File: config.mk
export PLATFORM = sky130hd
export DESIGN_NAME = pdtx_ctrl
export DESIGN_NICKNAME = d
export VERILOG_FILES = /design/src/hw/pdtx_pkg.sv /design/src/hw/pdtx_ctrl.sv
export SDC_FILE = /design/constraint.sdc
export NUM_CORES = 1
export LEC_CHECK = 0
export BUFFER_PORTS_ARGS = -buffer_cell sky130_fd_sc_hd__buf_2
export CORE_AREA = 4 4 85 87
export DETAILED_ROUTE_END_ITERATION = 6
export DIE_AREA = 0 0 89 91
export HOLD_SLACK_MARGIN = 0.12
export PLACE_DENSITY = 0.76
export SLEW_MARGIN = 20
export SYNTH_ARGS = -nofsm -noshare
export SYNTH_HDL_FRONTEND = slang
export SYNTH_SLANG_ARGS = --single-unit
File: constraint.sdc
create_clock -name core_clk -period 1.85 [get_ports core_clk]
set_input_delay 0.37 -clock core_clk [delete_from_list [all_inputs] [get_ports core_clk]]
set_output_delay 0.37 -clock core_clk [all_outputs]
set_load 0.05 [all_outputs]
File: src/hw/pdtx_pkg.sv
/*
  pdtx_pkg: constants, types and register map of the pd transmit-control policy.
  assumes a 32-bit apb master and one 100 MHz clock domain.
*/
// Overview of operation
// - with no busy option, a busy line aborts the queued packet and its retries
// - busy_retry_enable retries on busy, up to retry_limit times
// - retries exhausted under busy_retry_enable report send_failed_flag, not aborted
// - hard reset aborts; cable reset aborts cable-plug sop packets when enabled
// - good new non-ping non-goodcrc rx packet of matching sop aborts
// - software abort bit in tx_control_b aborts at any time
// - rx sop aborts non-sop tx unless primary_frame_abort_scope is set
// - auto goodcrc for soft reset ignores busy unless special disable set
// - with special disable set, idle_wait_enable also governs that ack
// - idle_wait_enable holds the packet until the line is idle, then sends
// - idle wait takes priority over retry on busy
// - auto_reply_enable enables hardware goodcrc and bist error count replies
// - auto_reply_enable cleared means no hardware retries, retry_limit ignored
// - queue_fifo_enable selects fifo or buffer access to the tx queue
// - raw_processing_enable selects raw or automatic data processing
// - tx_control_a is 8 bits, resets to zero, top bit reserved read-only
// - retry_limit of zero disables hardware retry
package pdtx_pkg;
  localparam logic [15:0] IDX_CTL_A  = 16'h1a00;
  localparam logic [15:0] IDX_PARM_C = 16'h1a02;
  localparam logic [15:0] IDX_CTL_B  = 16'h1c00;
  localparam logic [15:0] IDX_STAT   = 16'h1c01;
  localparam logic [15:0] IDX_IRQ_ST = 16'h1c02;
  localparam logic [15:0] IDX_IRQ_MK = 16'h1c03;
  localparam logic [31:0] ADDR_CTL_A  = {14'h0000, IDX_CTL_A, 2'b00};
  localparam logic [31:0] ADDR_PARM_C = {14'h0000, IDX_PARM_C, 2'b00};
  localparam logic [31:0] ADDR_CTL_B  = {14'h0000, IDX_CTL_B, 2'b00};
  localparam logic [31:0] ADDR_STAT   = {14'h0000, IDX_STAT, 2'b00};
  localparam logic [31:0] ADDR_IRQ_ST = {14'h0000, IDX_IRQ_ST, 2'b00};
  localparam logic [31:0] ADDR_IRQ_MK = {14'h0000, IDX_IRQ_MK, 2'b00};
  localparam logic [7:0]  CTL_A_RST   = 8'h00;
  localparam logic [7:0]  CTL_A_WMASK = 8'h7f;
  localparam logic [7:0]  PARM_C_WMASK = 8'hfc;
  localparam int CA_RAW = 0;
  localparam int CA_FIFO = 1;
  localparam int CA_AUTO = 2;
  localparam int CA_IDLE = 3;
  localparam int CA_SRDIS = 4;
  localparam int CA_SCOPE = 5;
  localparam int CA_RETRY = 6;
  localparam int CB_GO = 0;
  localparam int CB_ABORT = 1;
  localparam int CB_SOP = 2;
  localparam int CB_CBL = 5;
  localparam int CB_EXP = 6;
  localparam int PC_RETRY = 4;
  localparam int IQ_DONE = 0;
  localparam int IQ_ABRT = 1;
  localparam int IQ_FAIL = 2;
  localparam logic [2:0] SOP_PRIMARY = 3'h0;
  localparam logic [2:0] SOP_LAST_CABLE = 3'h4;
  typedef enum logic [2:0] {
    ST_IDLE = 3'b000,
    ST_ARB  = 3'b001,
    ST_WAIT = 3'b010,
    ST_SEND = 3'b011,
    ST_ACK  = 3'b100
  } pdtx_state_t;
  typedef struct packed {
    logic [2:0] sop;
    logic       good;
    logic       dup;
    logic       ping;
    logic       goodcrc;
  } pdtx_rx_t;
endpackage

File: src/hw/pdtx_ctrl.sv
/*
  pdtx_ctrl: transmit-control policy with apb registers and interrupt.
  assumes rx decode, phy and ack timer outside, all on core_clk.
*/
`timescale 1ns/100ps
module pdtx_ctrl
  import pdtx_pkg::*;
(
  input  wire logic        core_clk,
  input  wire logic        srst,
  input  wire logic [31:0] paddr,
  input  wire logic        psel,
  input  wire logic        penable,
  input  wire logic        pwrite,
  input  wire logic [31:0] pwdata,
  output logic      [31:0] prdata,
  output logic             pready,
  output logic             pslverr,
  input  wire logic        line_busy,
  input  wire logic        rx_valid,
  input  wire pdtx_rx_t    rx_pkt,
  input  wire logic        hard_reset_rx,
  input  wire logic        cable_reset_rx,
  input  wire logic        ack_req,
  input  wire logic        ack_for_soft_reset,
  input  wire logic        phy_done,
  input  wire logic        ack_rx,
  input  wire logic        ack_timeout,
  output logic             phy_start,
  output logic             phy_is_ack,
  output logic             tx_drive,
  output logic             tx_active,
  output logic             queue_fifo_mode,
  output logic             raw_mode,
  output logic             irq
);

  ////////////////////////////////////////////////////////////////////////
  // register state
  pdtx_state_t state_r, state_nxt;
  logic [7:0] ctl_a_r;
  logic [7:0] parm_c_r;
  logic [7:0] ctl_b_r;
  logic [2:0] irq_st_r, irq_mk_r;
  logic [2:0] cnt_r, cnt_nxt;
  logic       go_pend_r, ack_pend_r, ack_sr_r;
  logic       cur_ack_r, cur_sr_r;
  logic [7:0] prdata_r;
  logic       pslverr_r;
  logic       phy_start_r;

  function automatic logic is_cable(input logic [2:0] s);
    is_cable = (s != SOP_PRIMARY) && (s <= SOP_LAST_CABLE);
  endfunction

  ////////////////////////////////////////////////////////////////////////
  // apb decode
  wire        setup_ph = psel & ~penable;
  wire        wr_en    = psel & penable & pwrite;
  wire        hit_a    = paddr == ADDR_CTL_A;
  wire        hit_c    = paddr == ADDR_PARM_C;
  wire        hit_b    = paddr == ADDR_CTL_B;
  wire        hit_s    = paddr == ADDR_STAT;
  wire        hit_is   = paddr == ADDR_IRQ_ST;
  wire        hit_im   = paddr == ADDR_IRQ_MK;
  wire        hit_any  = hit_a | hit_c | hit_b | hit_s | hit_is | hit_im;
  wire        wr_b     = wr_en & hit_b;
  wire        sw_go    = wr_b & pwdata[CB_GO];
  wire        sw_abort = wr_b & pwdata[CB_ABORT];
  wire [7:0]  stat_v   = {1'b0, cnt_r, state_r, tx_active};
  wire [7:0]  rd_mux   = hit_a  ? ctl_a_r :
                         hit_c  ? parm_c_r :
                         hit_b  ? ctl_b_r :
                         hit_s  ? stat_v :
                         hit_is ? {5'h00, irq_st_r} :
                         hit_im ? {5'h00, irq_mk_r} : 8'h00;

  ////////////////////////////////////////////////////////////////////////
  // control fields
  wire        retry_busy = ctl_a_r[CA_RETRY];
  wire        scope      = ctl_a_r[CA_SCOPE];
  wire        sr_dis     = ctl_a_r[CA_SRDIS];
  wire        idle_wait  = ctl_a_r[CA_IDLE];
  wire        auto_rsp   = ctl_a_r[CA_AUTO];
  wire [2:0]  tx_sop     = ctl_b_r[CB_SOP +: 3];
  wire        cbl_en     = ctl_b_r[CB_CBL];
  wire        expect_ack = ctl_b_r[CB_EXP];
  wire [2:0]  limit      = parm_c_r[PC_RETRY +: 3];
  wire        retry_ok   = auto_rsp & (limit != 3'h0);
  wire        retry_left = retry_ok & (cnt_r < limit);
  wire        pending    = state_r != ST_IDLE;

  assign queue_fifo_mode = ctl_a_r[CA_FIFO];
  assign raw_mode        = ctl_a_r[CA_RAW];

  ////////////////////////////////////////////////////////////////////////
  // abort sources
  wire rx_new   = rx_valid & rx_pkt.good & ~rx_pkt.dup & ~rx_pkt.ping & ~rx_pkt.goodcrc;
  wire rx_same  = rx_pkt.sop == tx_sop;
  wire rx_prim  = (rx_pkt.sop == SOP_PRIMARY) & (tx_sop != SOP_PRIMARY) & ~scope;
  wire rx_hit   = ~cur_ack_r & rx_new & (rx_same | rx_prim);
  wire cbl_hit  = ~cur_ack_r & cable_reset_rx & cbl_en & is_cable(tx_sop);
  wire abort_any = pending & (hard_reset_rx | cbl_hit | rx_hit | sw_abort);
  // soft-reset ack goes out even over a busy line unless disabled
  wire sr_special = cur_ack_r & cur_sr_r & ~sr_dis;

  ////////////////////////////////////////////////////////////////////////
  // transmit sequencer
  logic set_done, set_abrt, set_fail, start_pkt, take_ack, take_go;

  always_comb begin
    state_nxt = state_r;
    cnt_nxt   = cnt_r;
    set_done  = 1'b0;
    set_abrt  = 1'b0;
    set_fail  = 1'b0;
    start_pkt = 1'b0;
    take_ack  = 1'b0;
    take_go   = 1'b0;
    if (abort_any) begin
      state_nxt = ST_IDLE;
      set_abrt  = 1'b1;
    end else begin
      unique case (state_r)
        ST_IDLE: begin
          if (ack_pend_r) begin
            take_ack  = 1'b1;
            cnt_nxt   = 3'h0;
            state_nxt = ST_ARB;
          end else if (go_pend_r) begin
            take_go   = 1'b1;
            cnt_nxt   = 3'h0;
            state_nxt = ST_ARB;
          end
        end
        ST_ARB: begin
          if (!line_busy || sr_special) begin
            start_pkt = 1'b1;
            state_nxt = ST_SEND;
          end else if (idle_wait) begin
            state_nxt = ST_WAIT;
          end else if (retry_busy && retry_ok) begin
            if (retry_left) begin
              cnt_nxt = cnt_r + 3'h1;
            end else begin
              set_fail  = 1'b1;
              state_nxt = ST_IDLE;
            end
          end else begin
            set_abrt  = 1'b1;
            state_nxt = ST_IDLE;
          end
        end
        ST_WAIT: begin
          if (!line_busy) begin
            start_pkt = 1'b1;
            state_nxt = ST_SEND;
          end
        end
        ST_SEND: begin
          if (phy_done) begin
            if (expect_ack && !cur_ack_r) begin
              state_nxt = ST_ACK;
            end else begin
              set_done  = 1'b1;
              state_nxt = ST_IDLE;
            end
          end
        end
        ST_ACK: begin
          if (ack_rx) begin
            set_done  = 1'b1;
            state_nxt = ST_IDLE;
          end else if (ack_timeout) begin
            if (retry_left) begin
              cnt_nxt   = cnt_r + 3'h1;
              state_nxt = ST_ARB;
            end else begin
              set_fail  = 1'b1;
              state_nxt = ST_IDLE;
            end
          end
        end
        default: state_nxt = ST_IDLE;
      endcase
    end
  end

  assign tx_drive   = state_r == ST_SEND;
  assign tx_active  = pending;
  assign phy_start  = phy_start_r;
  assign phy_is_ack = cur_ack_r;

  always_ff @(posedge core_clk) begin
    if (srst) begin
      state_r     <= ST_IDLE;
      cnt_r       <= 3'h0;
      phy_start_r <= 1'b0;
      cur_ack_r   <= 1'b0;
      cur_sr_r    <= 1'b0;
    end else begin
      state_r     <= state_nxt;
      cnt_r       <= cnt_nxt;
      phy_start_r <= start_pkt;
      if (take_ack) begin
        cur_ack_r <= 1'b1;
        cur_sr_r  <= ack_sr_r;
      end else if (take_go) begin
        cur_ack_r <= 1'b0;
        cur_sr_r  <= 1'b0;
      end
    end
  end

  // requests: a new request in the taking cycle wins over the clear
  always_ff @(posedge core_clk) begin
    if (srst) begin
      go_pend_r  <= 1'b0;
      ack_pend_r <= 1'b0;
      ack_sr_r   <= 1'b0;
    end else begin
      go_pend_r  <= sw_go | (go_pend_r & ~take_go & ~sw_abort);
      ack_pend_r <= (ack_req & auto_rsp) | (ack_pend_r & ~take_ack);
      if (ack_req && auto_rsp) begin
        ack_sr_r <= ack_for_soft_reset;
      end
    end
  end

  ////////////////////////////////////////////////////////////////////////
  // registers and interrupt
  wire [2:0] ev   = {set_fail, set_abrt, set_done};
  wire [2:0] w1c  = (wr_en & hit_is) ? pwdata[2:0] : 3'h0;

  always_ff @(posedge core_clk) begin
    if (srst) begin
      ctl_a_r  <= CTL_A_RST;
      parm_c_r <= 8'h00;
      ctl_b_r  <= 8'h00;
      irq_st_r <= 3'h0;
      irq_mk_r <= 3'h0;
    end else begin
      if (wr_en && hit_a) begin
        ctl_a_r <= pwdata[7:0] & CTL_A_WMASK;
      end
      if (wr_en && hit_c) begin
        parm_c_r <= pwdata[7:0] & PARM_C_WMASK;
      end
      if (wr_b) begin
        ctl_b_r <= {1'b0, pwdata[CB_EXP], pwdata[CB_CBL], pwdata[CB_SOP +: 3], 2'b00};
      end
      if (wr_en && hit_im) begin
        irq_mk_r <= pwdata[2:0];
      end
      irq_st_r <= ev | (irq_st_r & ~w1c);
    end
  end

  assign irq = |(irq_st_r & irq_mk_r);

  // read data captured in the setup cycle; one access cycle, no wait
  always_ff @(posedge core_clk) begin
    if (srst) begin
      prdata_r  <= 8'h00;
      pslverr_r <= 1'b0;
    end else if (setup_ph) begin
      prdata_r  <= rd_mux;
      pslverr_r <= ~hit_any;
    end
  end

  assign prdata  = {24'h000000, prdata_r};
  assign pready  = 1'b1;
  assign pslverr = pslverr_r & psel & penable;
endmodule

# Word-level counts from Yosys, hierarchy flattened
# Cells that the tools add are included.
# Widths: inputs -> output; s select.
# totals
ff_bits	45
mem_count	0
latch_bits	0
word_cells	176
in_bits	85
romBits	0
output_inout_bits	41
ram_bits	0
# classes
order_cmp	2
n_mul	0
n_shift	0
bitwise	56
addsub	1
n_reduce_logical	21
n_eq_ne	21
n_div	0
mux	60
# ops
operator	n
$eq 32x15->1 const B	6
$mux 3	22
$and 1x1->1	29
$mux 1	29
$mux 8	2
$pmux 3 s5	1
$mux 7	2
$ne 2x2->1 const B	7
$not 1->1	12
$reduce_bool 3->1	4
$or 1x1->1	11
$pmux 3 s3	1
$reduce_and 8->1	1
$logic_and 1x1->1	7
$and 3x3->3	2
$eq 3x2->1 const B	2
$logic_not 3->1	2
$ne 3x3->1 const B	2
$pmux 1 s2	3
$ne 5x5->1 const B	1
$reduce_and 5->1	1
$add 3x1->3 const B	1
$eq 3x1->1 const B	1
$eq 3x3->1	1
other kinds (10)	11

# Logic depth before layout (Yosys ltp)
# Gate-level depths: netlist (run 1).
# depth
ltp_word	14
depth_mapped	9
depth_no_buf	9

# Worst setup path after synthesis (run 1)
# No wires, ideal clock.
# synth_path
kind	register to register
startpoint	register cur_ack_r (netlist: phy_is_ack)
endpoint	register cnt_r[2]
stages_incl_launch_ff	7
arrival_ns	1.944
setup_ns	0.070
period_less_slack_ns	2.015
slack_ns	-0.165
required_time_ns	1.780
path_cell_list	dfxtp_1 -> inv_1 -> a41oi_1 -> o21ai_1 -> o21a_1 -> or4_1 -> a21oi_1
# synth_via
elab_chain_len	10
elab_cells_between_ends	16
# synth_lines
item	line_no	rtl
from (decl)	pdtx_ctrl.sv:47	logic cur_ack_r, cur_sr_r;
from (signal assigned)	pdtx_ctrl.sv:199	cur_ack_r <= 1'b0;
from (signal assigned)	pdtx_ctrl.sv:206	cur_ack_r <= 1'b1;
from (signal assigned)	pdtx_ctrl.sv:209	cur_ack_r <= 1'b0;
$not 1->1	pdtx_ctrl.sv:101, pdtx_ctrl.sv:102	
$and 1x1->1 (3 in a row)	pdtx_ctrl.sv:102	wire cbl_hit = ~cur_ack_r & cable_reset_rx & cbl_en & is_cable(tx_sop);
$or 1x1->1 (3 in a row)	pdtx_ctrl.sv:103	wire abort_any = pending & (hard_reset_rx | cbl_hit | rx_hit | sw_abort);
$and 1x1->1	pdtx_ctrl.sv:103	
$not 1->1 (no source line)	-	
$reduce_and 8->1 (no source line) *	-	
to (signal assigned)	pdtx_ctrl.sv:203	cnt_r <= cnt_nxt;
to (decl)	pdtx_ctrl.sv:45	logic [2:0] cnt_r, cnt_nxt;
# Every way passes the cells marked *; elsewhere a longest branch is shown, timed or not.
# A chain may end at the register's enable or synchronous reset.

# Final worst setup path (run 1)
# layout_path
startpoint	register ctl_b_r[2]
endpoint	register cnt_r[0]
# layout_via
elab_chain_len	10
elab_cells_between_ends	15
# layout_lines
item	line_no	rtl
from (decl)	pdtx_ctrl.sv:43	logic [7:0] ctl_b_r;
from (signal assigned)	pdtx_ctrl.sv:250	ctl_b_r <= {1'b0, pwdata[CB_EXP], pwdata[CB_CBL], pwdata[CB_SOP +: 3], 2'b00};
branches (longest 5 deep; another with $le 3x3->1)	-	
$or 1x1->1 * (2 in a row)	pdtx_ctrl.sv:103	
$and 1x1->1 *	pdtx_ctrl.sv:103	
$not 1->1 (no source line) *	-	
$reduce_and 8->1 (no source line) *	-	
# Mark *: on every way between the ends.

==> results of run 1 <==
kinds of logic after synthesis:
| family | after synthesis | share of synthesized area (%) |
|---|---|---|
| buf+inv | 49 | 10.6 |
| fa+ha+maj | 4 | 1.83 |
| compound gates | 69 | 15.6 |
| xor+xnor | 3 | 0.961 |
| mux | 22 | 8.56 |
| flops | 45 | 33.0 |
| simple gates | 139 | 29.2 |
| other cells | 2 | 0.275 |
layer usage:
layer | wire length (um) | up-vias | track usage, %
li1 | - | 1372 | -
met1 | 3330 | 1268 | 24.9
met2 | 3600 | 121 | 30.5
met3 | 770 | 10 | 4.62
met4 | 116 | 0 | 4.71
met5 | 0 | - | 0
critical path, stage by stage (launching register included):
cell     delay (ns)
dfxtp_2        0.33
nor2_2         0.10
ha_1           0.14
or4_1          0.09
nor2_1         0.03
a31oi_1        0.23
o21ai_2        0.13
o21a_2         0.26
or4_1          0.52
a21oi_2        0.13
Yosys cell counts, drive strengths merged, types with 2 or more instances:
cell and count:
nor4 7, nand2b 6, mux2i 20, or3 2
and2 6, nor3 10, dfxtp 45, inv 9
nor2 45, nor4b 4, buf 27, or4 4
nand3b 4, clkbuf 13, o2bb2ai 2, nor3b 3
a21oi 29, a31oi 6, xnor2 3, nand3 17
a41oi 2, a22oi 2, nand4 3, ha 4
o221ai 2, nor2b 6, o211ai 3, conb 2
o21ai 11, and3 2, nand2 18
worst min-delay path by stage:
stage | from | slack [ns] | cells after the start | end
CTS | pwdata[7] | 0.30 | 3 | parm_c_r[7]
floorplan | ack_sr_r | 0.44 | 2 | ack_sr_r
finish | pwdata[7] | 0.30 | 3 | parm_c_r[7]
global route | ack_for_soft_reset | 0.32 | 3 | ack_sr_r
detailed placement | prdata_r[4] | 0.45 | 2 | prdata_r[4]
global placement | prdata_r[7] | 0.44 | 2 | prdata_r[7]
area by class of cell:
class / count / share of cell area (%)
Clock buffer: 6 / 1.95
Clock inverter: 2 / 0.269
Sequential cell: 45 / 24.5
Tap cell: 77 / 2.59
Inverter: 9 / 0.909
Multi-Input combinational cell: 262 / 48.4
Timing Repair Buffer: 124 / 21.5
per-stage QoR:
stage / cells / setup slack (ns) / TNS, ns
floorplan: 356 / -0.0115 / -0.0626
global placement: 513 / -0.231 / -5.61
detailed placement: 513 / -0.268 / -6.61
CTS: 522 / -0.169 / -0.441
global route: 525 / -0.243 / -1.47
finish: 525 / -0.175 / -0.754
what timing repair did:
action	in CTS	in global routing
resized for setup	4	16
hold endpoints to repair	0	0
setup endpoints to repair	9	14
buffers inserted	1	3
pin swaps	6	11
power groups by stage:
stage	clock network (W)	registers [W]	logic (W)
global placement	0	0.00104	0.000652
detailed placement	0	0.00104	0.000661
CTS	0.000614	0.00102	0.000677
floorplan	0	0.00105	0.000449
global route	0.000656	0.00103	0.000768
finish	0.000599	0.00102	0.000705
state kept, by name, summed over array words and instances, names as in the netlist, 3 cells and up:
register	count
prdata_r	8
parm_c_r	6
cnt_r	3
irq_st_r	3
ctl_a_r	7
ctl_b_r	5
state_r	3
irq_mk_r	3
==> metrics.cfg, run 1 <==
[run_status]
status = finished with violations
violations = negative setup slack

[layout]
final_common_cell = buf_2
area_growth_pct = 35.9
num_antenna_cells = 0
seqCellArea_sq_um = 908
nFillCells = 568
fin_nets = 536
drive_gt1_share_pct = 38.2
multiInputGateArea_sq_um = 1800
fin_util_pct = 58.5
final_cell_mix = 75 x buf_2, 43 x nor2_1, 43 x buf_4
final_cell_area_sq_um = 3710

[setup_path]
cp_max_fo = 6
reg2reg_from = ctl_b_r[2]
ff2ff_path_depth = 9
r2r_setup_slack_ns = -0.17
required_ns = 2.09
critPathLaunch = ctl_b_r[2]
crit_arrival_ns = 2.26
critPathCaptureType = flop
rr_endpoint = cnt_r[0]
endpoint = cnt_r[0]
worstSetupPathType = reg -> reg
startpoint_type = flop

[clocking]
cts.clk_slew.worst_paths_ns = 0.09
clock_path_buffers = 2
h-tree-depth = 2
clock_latency_ns = 0.30
cts_tree = done
numCtsBuffers = 5
clock-sinks = 45
cts_hold_buf = 0
root_buffer = clkbuf_8

[route]
routed_wl_um = 7820
ant_nets = 0
drtIter0Drc = 145
dr.pass1.iters = 4
vias_per_cell = 5.28
detail_route.wl_per_cell_um = 14.9
num_vias = 2771
drc = 0

[timing]
hold_violations = 0
whs_ns = 0.299
clock_skew_ns = 0.00709
setup_violations = 8
fmaxAchievable_ghz = 0.494
rsz0062_at_grt = yes
fin_crit_sh_pct = 109
period_needed_ns = 2.02
postLayoutSetupSlackWorst_ns = -0.175
drv_slew = 0

[place]
placed_cell_area_sq_um = 3530
globalplace.congestion = 0.892
numPortBuffers = 76
place.detailed.hpwl_um = 6060

[floorplan]
dieArea_sq_um = 8100
fp-row-count = 29
start_util_pct = 43.1
fp.dieW_um = 89
die_y_um = 91
io_pins = 126
core_area_sq_um = 6350

[grt]
grt_pass1_vias = 2594
grt_pass1_wl_um = 12200
gr-usage-all-layers_pct = 18.8
grt-ovfl-total = 0
antenna_found_initial = 0
grt_max_degree = 28

[synthesis]
postSynthAreaPerCell_sq_um = 8.21
ys_seq_elements = 45
synth_edf_count = 0
syn-cell-area_sq_um = 2730
yosysTopAreaCell = dfxtp_1
netlist.area_leader.share_pct = 33.0
yosysWarnings = 0
synth_area_leaders = dfxtp_1 33%, mux2i_1 7.3%, buf_4 7.1%
synth-seq-area-share_pct = 33.0
async_reset_ff_share_pct = 0
ys_types = 59
synthesis.instances = 333
synth_flop_cell = dfxtp_1

[power]
p_leak_nw = 1.63
power_switching_w = 0.000818
ir_worst_vdd_mv = 0.440
internal-power_w = 0.00151
powerDensity_nw_per_um2 = 626
sw_frac_of_total_pct = 35.2
total_power_w = 0.00233
clock_power_share_pct = 25.8
power_frac_seq_pct = 43.9
combinationalPowerShare_pct = 30.3

[hold_path]
hp-class = in -> reg

[flow_run]
maxCapViolCount = 0

(Power assumes the default switching activity.)
==> run 2: changes to the inputs <==
Settings changed: PLACE_DENSITY 0.76 to 0.84.
==> run 2 against run 1 <==
  * The run still ends with negative setup slack left
  * Design area rose by 5.5%
  * Die area did not move
  * Fmax fell by 0.32%
  * Critical path depth fell by 1
==> metrics.cfg, run 2 (same netlist as run 1, synthesis figures left out) <==
[run_status]
violations = negative setup slack  ; unchanged
status = finished with violations  ; unchanged

[floorplan]
start_util_pct = 43.1  ; unchanged
die_y_um = 91  ; unchanged
io_pins = 126  ; unchanged
fp.dieW_um = 89  ; unchanged
fp-row-count = 29  ; unchanged
dieArea_sq_um = 8100  ; unchanged
core_area_sq_um = 6350  ; unchanged

[route]
drc = 0  ; unchanged
dr.pass1.iters = 5  ; was 4
routed_wl_um = 8820  ; was 7820 um
detail_route.wl_per_cell_um = 16.8  ; was 14.9 um
ant_nets = 0  ; unchanged
num_vias = 2922  ; was 2,771
drtIter0Drc = 260  ; was 145
vias_per_cell = 5.56  ; was 5.28

[timing]
clock_skew_ns = 0.00732  ; was 0.00709 ns
period_needed_ns = 2.03  ; was 2.02 ns
drv_slew = 0  ; unchanged
postLayoutSetupSlackWorst_ns = -0.181  ; was -0.175 ns
setup_violations = 7  ; was 8
hold_violations = 0  ; unchanged
rsz0062_at_grt = yes  ; unchanged
fin_crit_sh_pct = 110  ; was 109%
max_slew_margin_pct = 66.8
fmaxAchievable_ghz = 0.492  ; was 0.494 GHz
tightest_slew_ns = 0.497

[layout]
area_growth_pct = 43.4  ; was 35.9%
reg.largest.list = prdata_r: 8 flops, ctl_a_r: 7 flops, parm_c_r: 6 flops  ; unchanged
regMostFlops = prdata_r  ; unchanged
largest_reg_flops = 8  ; unchanged
final_cell_mix = 69 x buf_2, 43 x nor2_1, 41 x buf_4  ; was 75 x buf_2, 43 x nor2_1, 43 x buf_4
num_antenna_cells = 0  ; unchanged
fin_nets = 537  ; was 536
layout.cells.non_filler = 526  ; was 525
drive_gt1_share_pct = 43.2  ; was 38.2%
final_common_cell = buf_2  ; unchanged

[flow_run]
maxCapViolCount = 0  ; unchanged

[clocking]
clock_path_buffers = 2  ; unchanged
h-tree-depth = 2  ; unchanged
cts_tree = done  ; unchanged
clock_latency_ns = 0.30  ; about the same
clock-sinks = 45  ; unchanged
root_buffer = clkbuf_8  ; unchanged
cts.clk_slew.worst_paths_ns = 0.09  ; about the same
cts_hold_buf = 0  ; unchanged
numCtsBuffers = 5  ; unchanged

[power]
power_frac_seq_pct = 41.8  ; was 43.9%
internal-power_w = 0.00160  ; was 0.00151 W
p_leak_nw = 1.69  ; was 1.63 nW
combinationalPowerShare_pct = 30.7  ; was 30.3%
total_power_w = 0.00246  ; was 0.00233 W
power_switching_w = 0.000856  ; was 0.000818 W
sw_frac_of_total_pct = 34.9  ; was 35.2%
clock_power_share_pct = 27.6  ; was 25.8%
powerDensity_nw_per_um2 = 626  ; about the same
ir_worst_vdd_mv = 0.579  ; was 0.440 mV

[place]
place.detailed.hpwl_um = 6310  ; was 6060 um
numPortBuffers = 76  ; unchanged
globalplace.congestion = 0.910  ; was 0.892
place_inst = 513  ; unchanged

[setup_path]
startpoint_type = flop  ; unchanged
crit_arrival_ns = 2.27  ; was 2.26 ns
crit_path_top_delay_cell = or4b_4  ; was or4_1
critPathCaptureType = flop  ; unchanged
required_ns = 2.09  ; about the same
r2r_setup_slack_ns = -0.18  ; was -0.17 ns
max_stage_delay_ns = 0.52  ; about the same
worstSetupPathType = reg -> reg  ; unchanged
cp_max_fo = 4  ; was 6
cpMostUsedCell = o21ai_2  ; was or4_1
path_cells = inv_2 > ha_4 > o21ai_2 > o211ai_1 > nor3b_2 > o21ai_2 > or4b_4 > a21oi_2  ; was nor2_2 > ha_1 > or4_1 > nor2_1 > a31oi_1 > o21ai_2 > o21a_2 > or4_1 > a21oi_2

[grt]
grt-ovfl-total = 0  ; unchanged
grt.busiest_layer = met2  ; unchanged
antenna_found_initial = 0  ; unchanged
grt_max_degree = 29  ; was 28
grt_pass1_wl_um = 12400  ; was 12,200 um
use_met2_pct = 31.8  ; was 30.5%
gr-usage-all-layers_pct = 19.5  ; was 18.8%
use_met1_pct = 24.3  ; was 24.9%
grtUsageMet3_pct = 5.34  ; was 4.62%
grt_pass1_vias = 2659  ; was 2,594

[hold_path]
hp-class = in -> reg  ; unchanged

## run 2: worst paths after layout
| check | from | to | depth (start not counted) |
|---|---|---|---|
| min reg2reg | prdata_r[3] | prdata_r[3] | 2 |
| max reg2reg | parm_c_r[5] | cnt_r[1] | 8 |
| max | parm_c_r[5] | cnt_r[1] | 8 |
| min | pwdata[7] | parm_c_r[7] | 3 |
## run 2: final cells by class
class                   instances  area [sq um]
fillers                       494          2430
multi-input cells             262          1930
flip-flops and latches         45           910
repair buffers                125           853
clock buffers                   7          96.3
well taps                      77          96.3
inverters                       9          33.8
clock inverters                 1          5.00
## run 2: layer usage
metal	share of wire (%)	routed length, um
met1	37	3280
met2	48	4270
met3	12	1040
met4	2.6	233
met5	0	0
## run 2: critical path: cells and delay by family (launching register included)
kind	cells	cell delay, ns
and+or+nand+nor	2	0.79
DFF	1	0.34
AOI/OAI and AO/OA	4	0.57
buffers and inverters	1	0.05
adders and majority gates	1	0.23
## run 2: power by group through the flow
stage,Clock (W),Sequential (W),Combinational (W)
2_1_floorplan,0,0.00105,0.000449
3_3_place_gp,0,0.00104,0.000643
3_5_place_dp,0,0.00104,0.000661
4_1_cts,0.000683,0.00102,0.000677
5_1_grt,0.000724,0.00103,0.000798
6_report,0.000677,0.00103,0.000753
## run 2: repair_timing
action                     4_1_cts  5_1_grt
setup buffers                    3        2
pin swaps                        7       28
gates resized for setup          9       44
setup endpoints to repair        9       24
## run 2: stage by stage
stage	util [%]	setup WS, ns	TNS, ns	area [sq um]	hold WS, ns
floorplan	-	-0.0115	-0.0626	2930	0.437
global placement	55.6	-0.219	-6.18	3530	0.438
detailed placement	55.6	-0.262	-7.57	3530	0.442
CTS	58.2	-0.159	-0.554	3700	0.319
global route	61.7	-0.269	-1.73	3920	0.329
finish	61.7	-0.181	-0.719	3920	0.319
==> run 3: changes to the inputs <==
Settings changed: ABC_AREA from default to 1, CORE_AREA 4 4 85 87 to 4 4 88 90, DIE_AREA 0 0 89 91 to 0 0 92 94, PLACE_DENSITY 0.84 to 0.82.
==> run 3 against run 2 <==
  * The flow now finishes without violations
  * Sequential share of layout area grew 2.1 points
  * Clock power increased by 33%
  * Flip-flop and latch count did not move
  * Via count grew 5.3%
  * Register-to-register slack improved by 0.32 ns
  * Critical path depth is 5 lower
==> metrics.cfg, run 3 <==
[clocking]
postCtsSetupRepairBufs = 0  ; was 3
clock-sinks = 45  ; unchanged
root_buffer = clkbuf_8  ; unchanged
h-tree-depth = 2  ; unchanged
cts.clk_slew.worst_paths_ns = 0.09  ; about the same
clock_path_buffers = 2  ; unchanged
numCtsBuffers = 5  ; unchanged
clock_latency_ns = 0.30  ; about the same
cts_tree = done  ; unchanged

[setup_path]
startpoint_type = flop  ; unchanged
required_ns = 1.48  ; was 2.09 ns
critPathCaptureType = output port  ; was flop
cp_max_fo = 7  ; was 4
worstSetupPathType = reg -> out  ; was reg -> reg
crit_arrival_ns = 1.39  ; was 2.27 ns

[floorplan]
start_util_pct = 41.2  ; was 43.1%
fp-row-count = 31  ; was 29
dieArea_sq_um = 8650  ; was 8100 sq um
die_y_um = 94  ; was 91 um
core_area_sq_um = 7060  ; was 6350 sq um
io_pins = 126  ; unchanged
fp.dieW_um = 92  ; was 89 um

[synthesis]
synth-simple-area-share_pct = 35.2  ; was 29.2%
synth_fa_ha_area_share_pct = 1.72  ; was 1.83%
synth_xor_area_share_pct = 1.20  ; was 0.961%
synth_flop_cell = dfxtp_1  ; unchanged
synth_area_leaders = dfxtp_1 31%, nand2_1 13%, inv_1 8.3%  ; was dfxtp_1 33%, mux2i_1 7.3%, buf_4 7.1%
synthMuxAreaShare_pct = 0  ; was 8.56%
ys_seq_elements = 45  ; unchanged
postSynthAreaPerCell_sq_um = 6.37  ; was 8.21 sq um
synthesis.instances = 457  ; was 333
netlist.area_leader.share_pct = 31.0  ; was 33.0%
yosysWarnings = 0  ; unchanged
async_reset_ff_share_pct = 0  ; unchanged
synth_top_family_by_area = simple AND/OR/NAND/NOR gates  ; unchanged
syn-cell-area_sq_um = 2910  ; was 2730 sq um
synth_edf_count = 0  ; unchanged
synth_common_cells = 97 x nand2_1, 64 x inv_1, 63 x nor2_1  ; was 45 x dfxtp_1, 45 x nor2_1, 29 x a21oi_1
synth-compound-area-share_pct = 14.1  ; was 15.6%
yosysTopAreaCell = dfxtp_1  ; unchanged
ys_types = 35  ; was 59
synth.most_common_cell = nand2_1
synth-seq-area-share_pct = 31.0  ; was 33.0%

[power]
internal-power_w = 0.00167  ; was 0.00160 W
power_switching_w = 0.000722  ; was 0.000856 W
power_frac_seq_pct = 42.4  ; was 41.8%
powerDensity_nw_per_um2 = 674  ; was 626 nW/um^2
sw_frac_of_total_pct = 30.1  ; was 34.9%
p_leak_nw = 1.70  ; was 1.69 nW
ir_worst_vdd_mv = 0.336  ; was 0.579 mV
clock_power_share_pct = 37.5  ; was 27.6%
combinationalPowerShare_pct = 20.1  ; was 30.7%

[route]
num_vias = 3076  ; was 2,922
vias_per_cell = 4.77  ; was 5.56
detail_route.wl_per_cell_um = 12.1  ; was 16.8 um
drc = 0  ; unchanged
dr.pass1.iters = 4  ; was 5
ant_nets = 0  ; unchanged
drtIter0Drc = 149  ; was 260
routed_wl_um = 7790  ; was 8820 um

[timing]
fin_crit_sh_pct = 95.0  ; was 110%
rsz0062_at_grt = no  ; was yes
drv_slew = 0  ; unchanged
hold_violations = 0  ; unchanged
setup_tns_ns = 0  ; was -0.719 ns
fmaxAchievable_ghz = 0.569  ; was 0.492 GHz
setup_violations = 0  ; was 7
clock_skew_ns = 0.0118  ; was 0.00732 ns
period_needed_ns = 1.76  ; was 2.03 ns

[layout]
largest_reg_flops = 8  ; unchanged
final_common_cell = nand2_1  ; was buf_2
regMostFlops = prdata_r  ; unchanged
drive_gt1_share_pct = 24.2  ; was 43.2%
fin_nets = 634  ; was 537
area_growth_pct = 22.1  ; was 43.4%
final_cell_mix = 97 x nand2_1, 75 x buf_2, 64 x inv_1  ; was 69 x buf_2, 43 x nor2_1, 41 x buf_4
reg.largest.list = prdata_r: 8 flops, ctl_a_r: 7 flops, parm_c_r: 6 flops  ; unchanged
fin_util_pct = 50.3  ; was 61.7%
num_antenna_cells = 0  ; unchanged

[place]
place.detailed.hpwl_um = 6410  ; was 6310 um
numPortBuffers = 76  ; unchanged
globalplace.congestion = 0.885  ; was 0.910

[grt]
grt-ovfl-total = 0  ; unchanged
grt_max_degree = 23  ; was 29
gr-usage-all-layers_pct = 18.1  ; was 19.5%
grt_pass1_wl_um = 12700  ; was 12,400 um
grt_pass1_vias = 2958  ; was 2,659
antenna_found_initial = 0  ; unchanged

[hold_path]
hp-class = in -> reg  ; unchanged

[run_status]
status = finished, final reports clean  ; was finished with violations

[flow_run]
maxCapViolCount = 0  ; unchanged

## run 3: critical path, stage by stage (launching register included)
cell and delay (ns):
dfxtp_1 0.53, inv_2 0.06, nand2_2 0.19, buf_2 0.31
## run 3: cells by family (layout without fill, tap and decap cells)
logic type	after synthesis	after routing
flops	45	45
compound gates	75	75
fa+ha+maj	4	4
buf+inv	102	168
other cells	2	25
simple gates	225	225
xor+xnor	4	4
## run 3: path summary, 6_finish.rpt
| kind | start | end | slack [ns] | cells past startpoint |
|---|---|---|---|---|
| max | state_r[2] | tx_active | 0.09 | 3 |
| min | pwdata[7] | parm_c_r[7] | 0.32 | 3 |
| max reg2reg | ctl_b_r[4] | state_r[0] | 0.14 | 8 |
| min reg2reg | prdata_r[3] | prdata_r[3] | 0.47 | 2 |
## run 3: layout make-up
| class | count | area [sq um] |
|---|---|---|
| fillers | 741 | 3510 |
| clock inverters | 3 | 68.8 |
| repair buffers | 88 | 485 |
| multi-input cells | 333 | 1630 |
| inverters | 72 | 274 |
| well taps | 99 | 124 |
| clock buffers | 5 | 68.8 |
| flip-flops and latches | 45 | 901 |
## run 3: through the flow
stage / total power [W] / instance area [sq um] / setup WS [ns] / std cells / hold slack (ns)
3_5_place_dp: 0.00151 / 3400 / 0.0413 / 637 / 0.458
6_report: 0.00240 / 3550 / 0.0917 / 645 / 0.322
4_1_cts: 0.00241 / 3540 / 0.0654 / 645 / 0.319
5_1_grt: 0.00250 / 3550 / 0.00593 / 645 / 0.330
3_3_place_gp: 0.00150 / 3400 / 0.0803 / 637 / 0.450
2_1_floorplan: 0.00141 / 3000 / 0.146 / 480 / 0.440
## run 3: power by group through the flow
stage                     combinational (W)  sequential [W]  clock (W)
after floorplan                    0.000372         0.00104          0
after global placement             0.000460         0.00104          0
after detailed placement           0.000472         0.00104          0
after CTS                          0.000476         0.00102   0.000913
after global routing               0.000530         0.00102   0.000946
final                              0.000482         0.00102   0.000898
## run 3: layer usage
metal	routed length (um)	share of wire [%]	GRT usage [%]	up-vias
met2	3890	50	32.8	103
met3	533	6.8	3.45	19
li1	-	-	-	1573
met4	224	2.9	8.29	0
met5	0	0	0	-
met1	3140	40	20.6	1381
## run 3: what timing repair did
| item | CTS | global route |
|---|---|---|
| endpoints found under the setup margin | 0 | 7 |
| hold buffers | 0 | 0 |
| resized for setup | 0 | 4 |
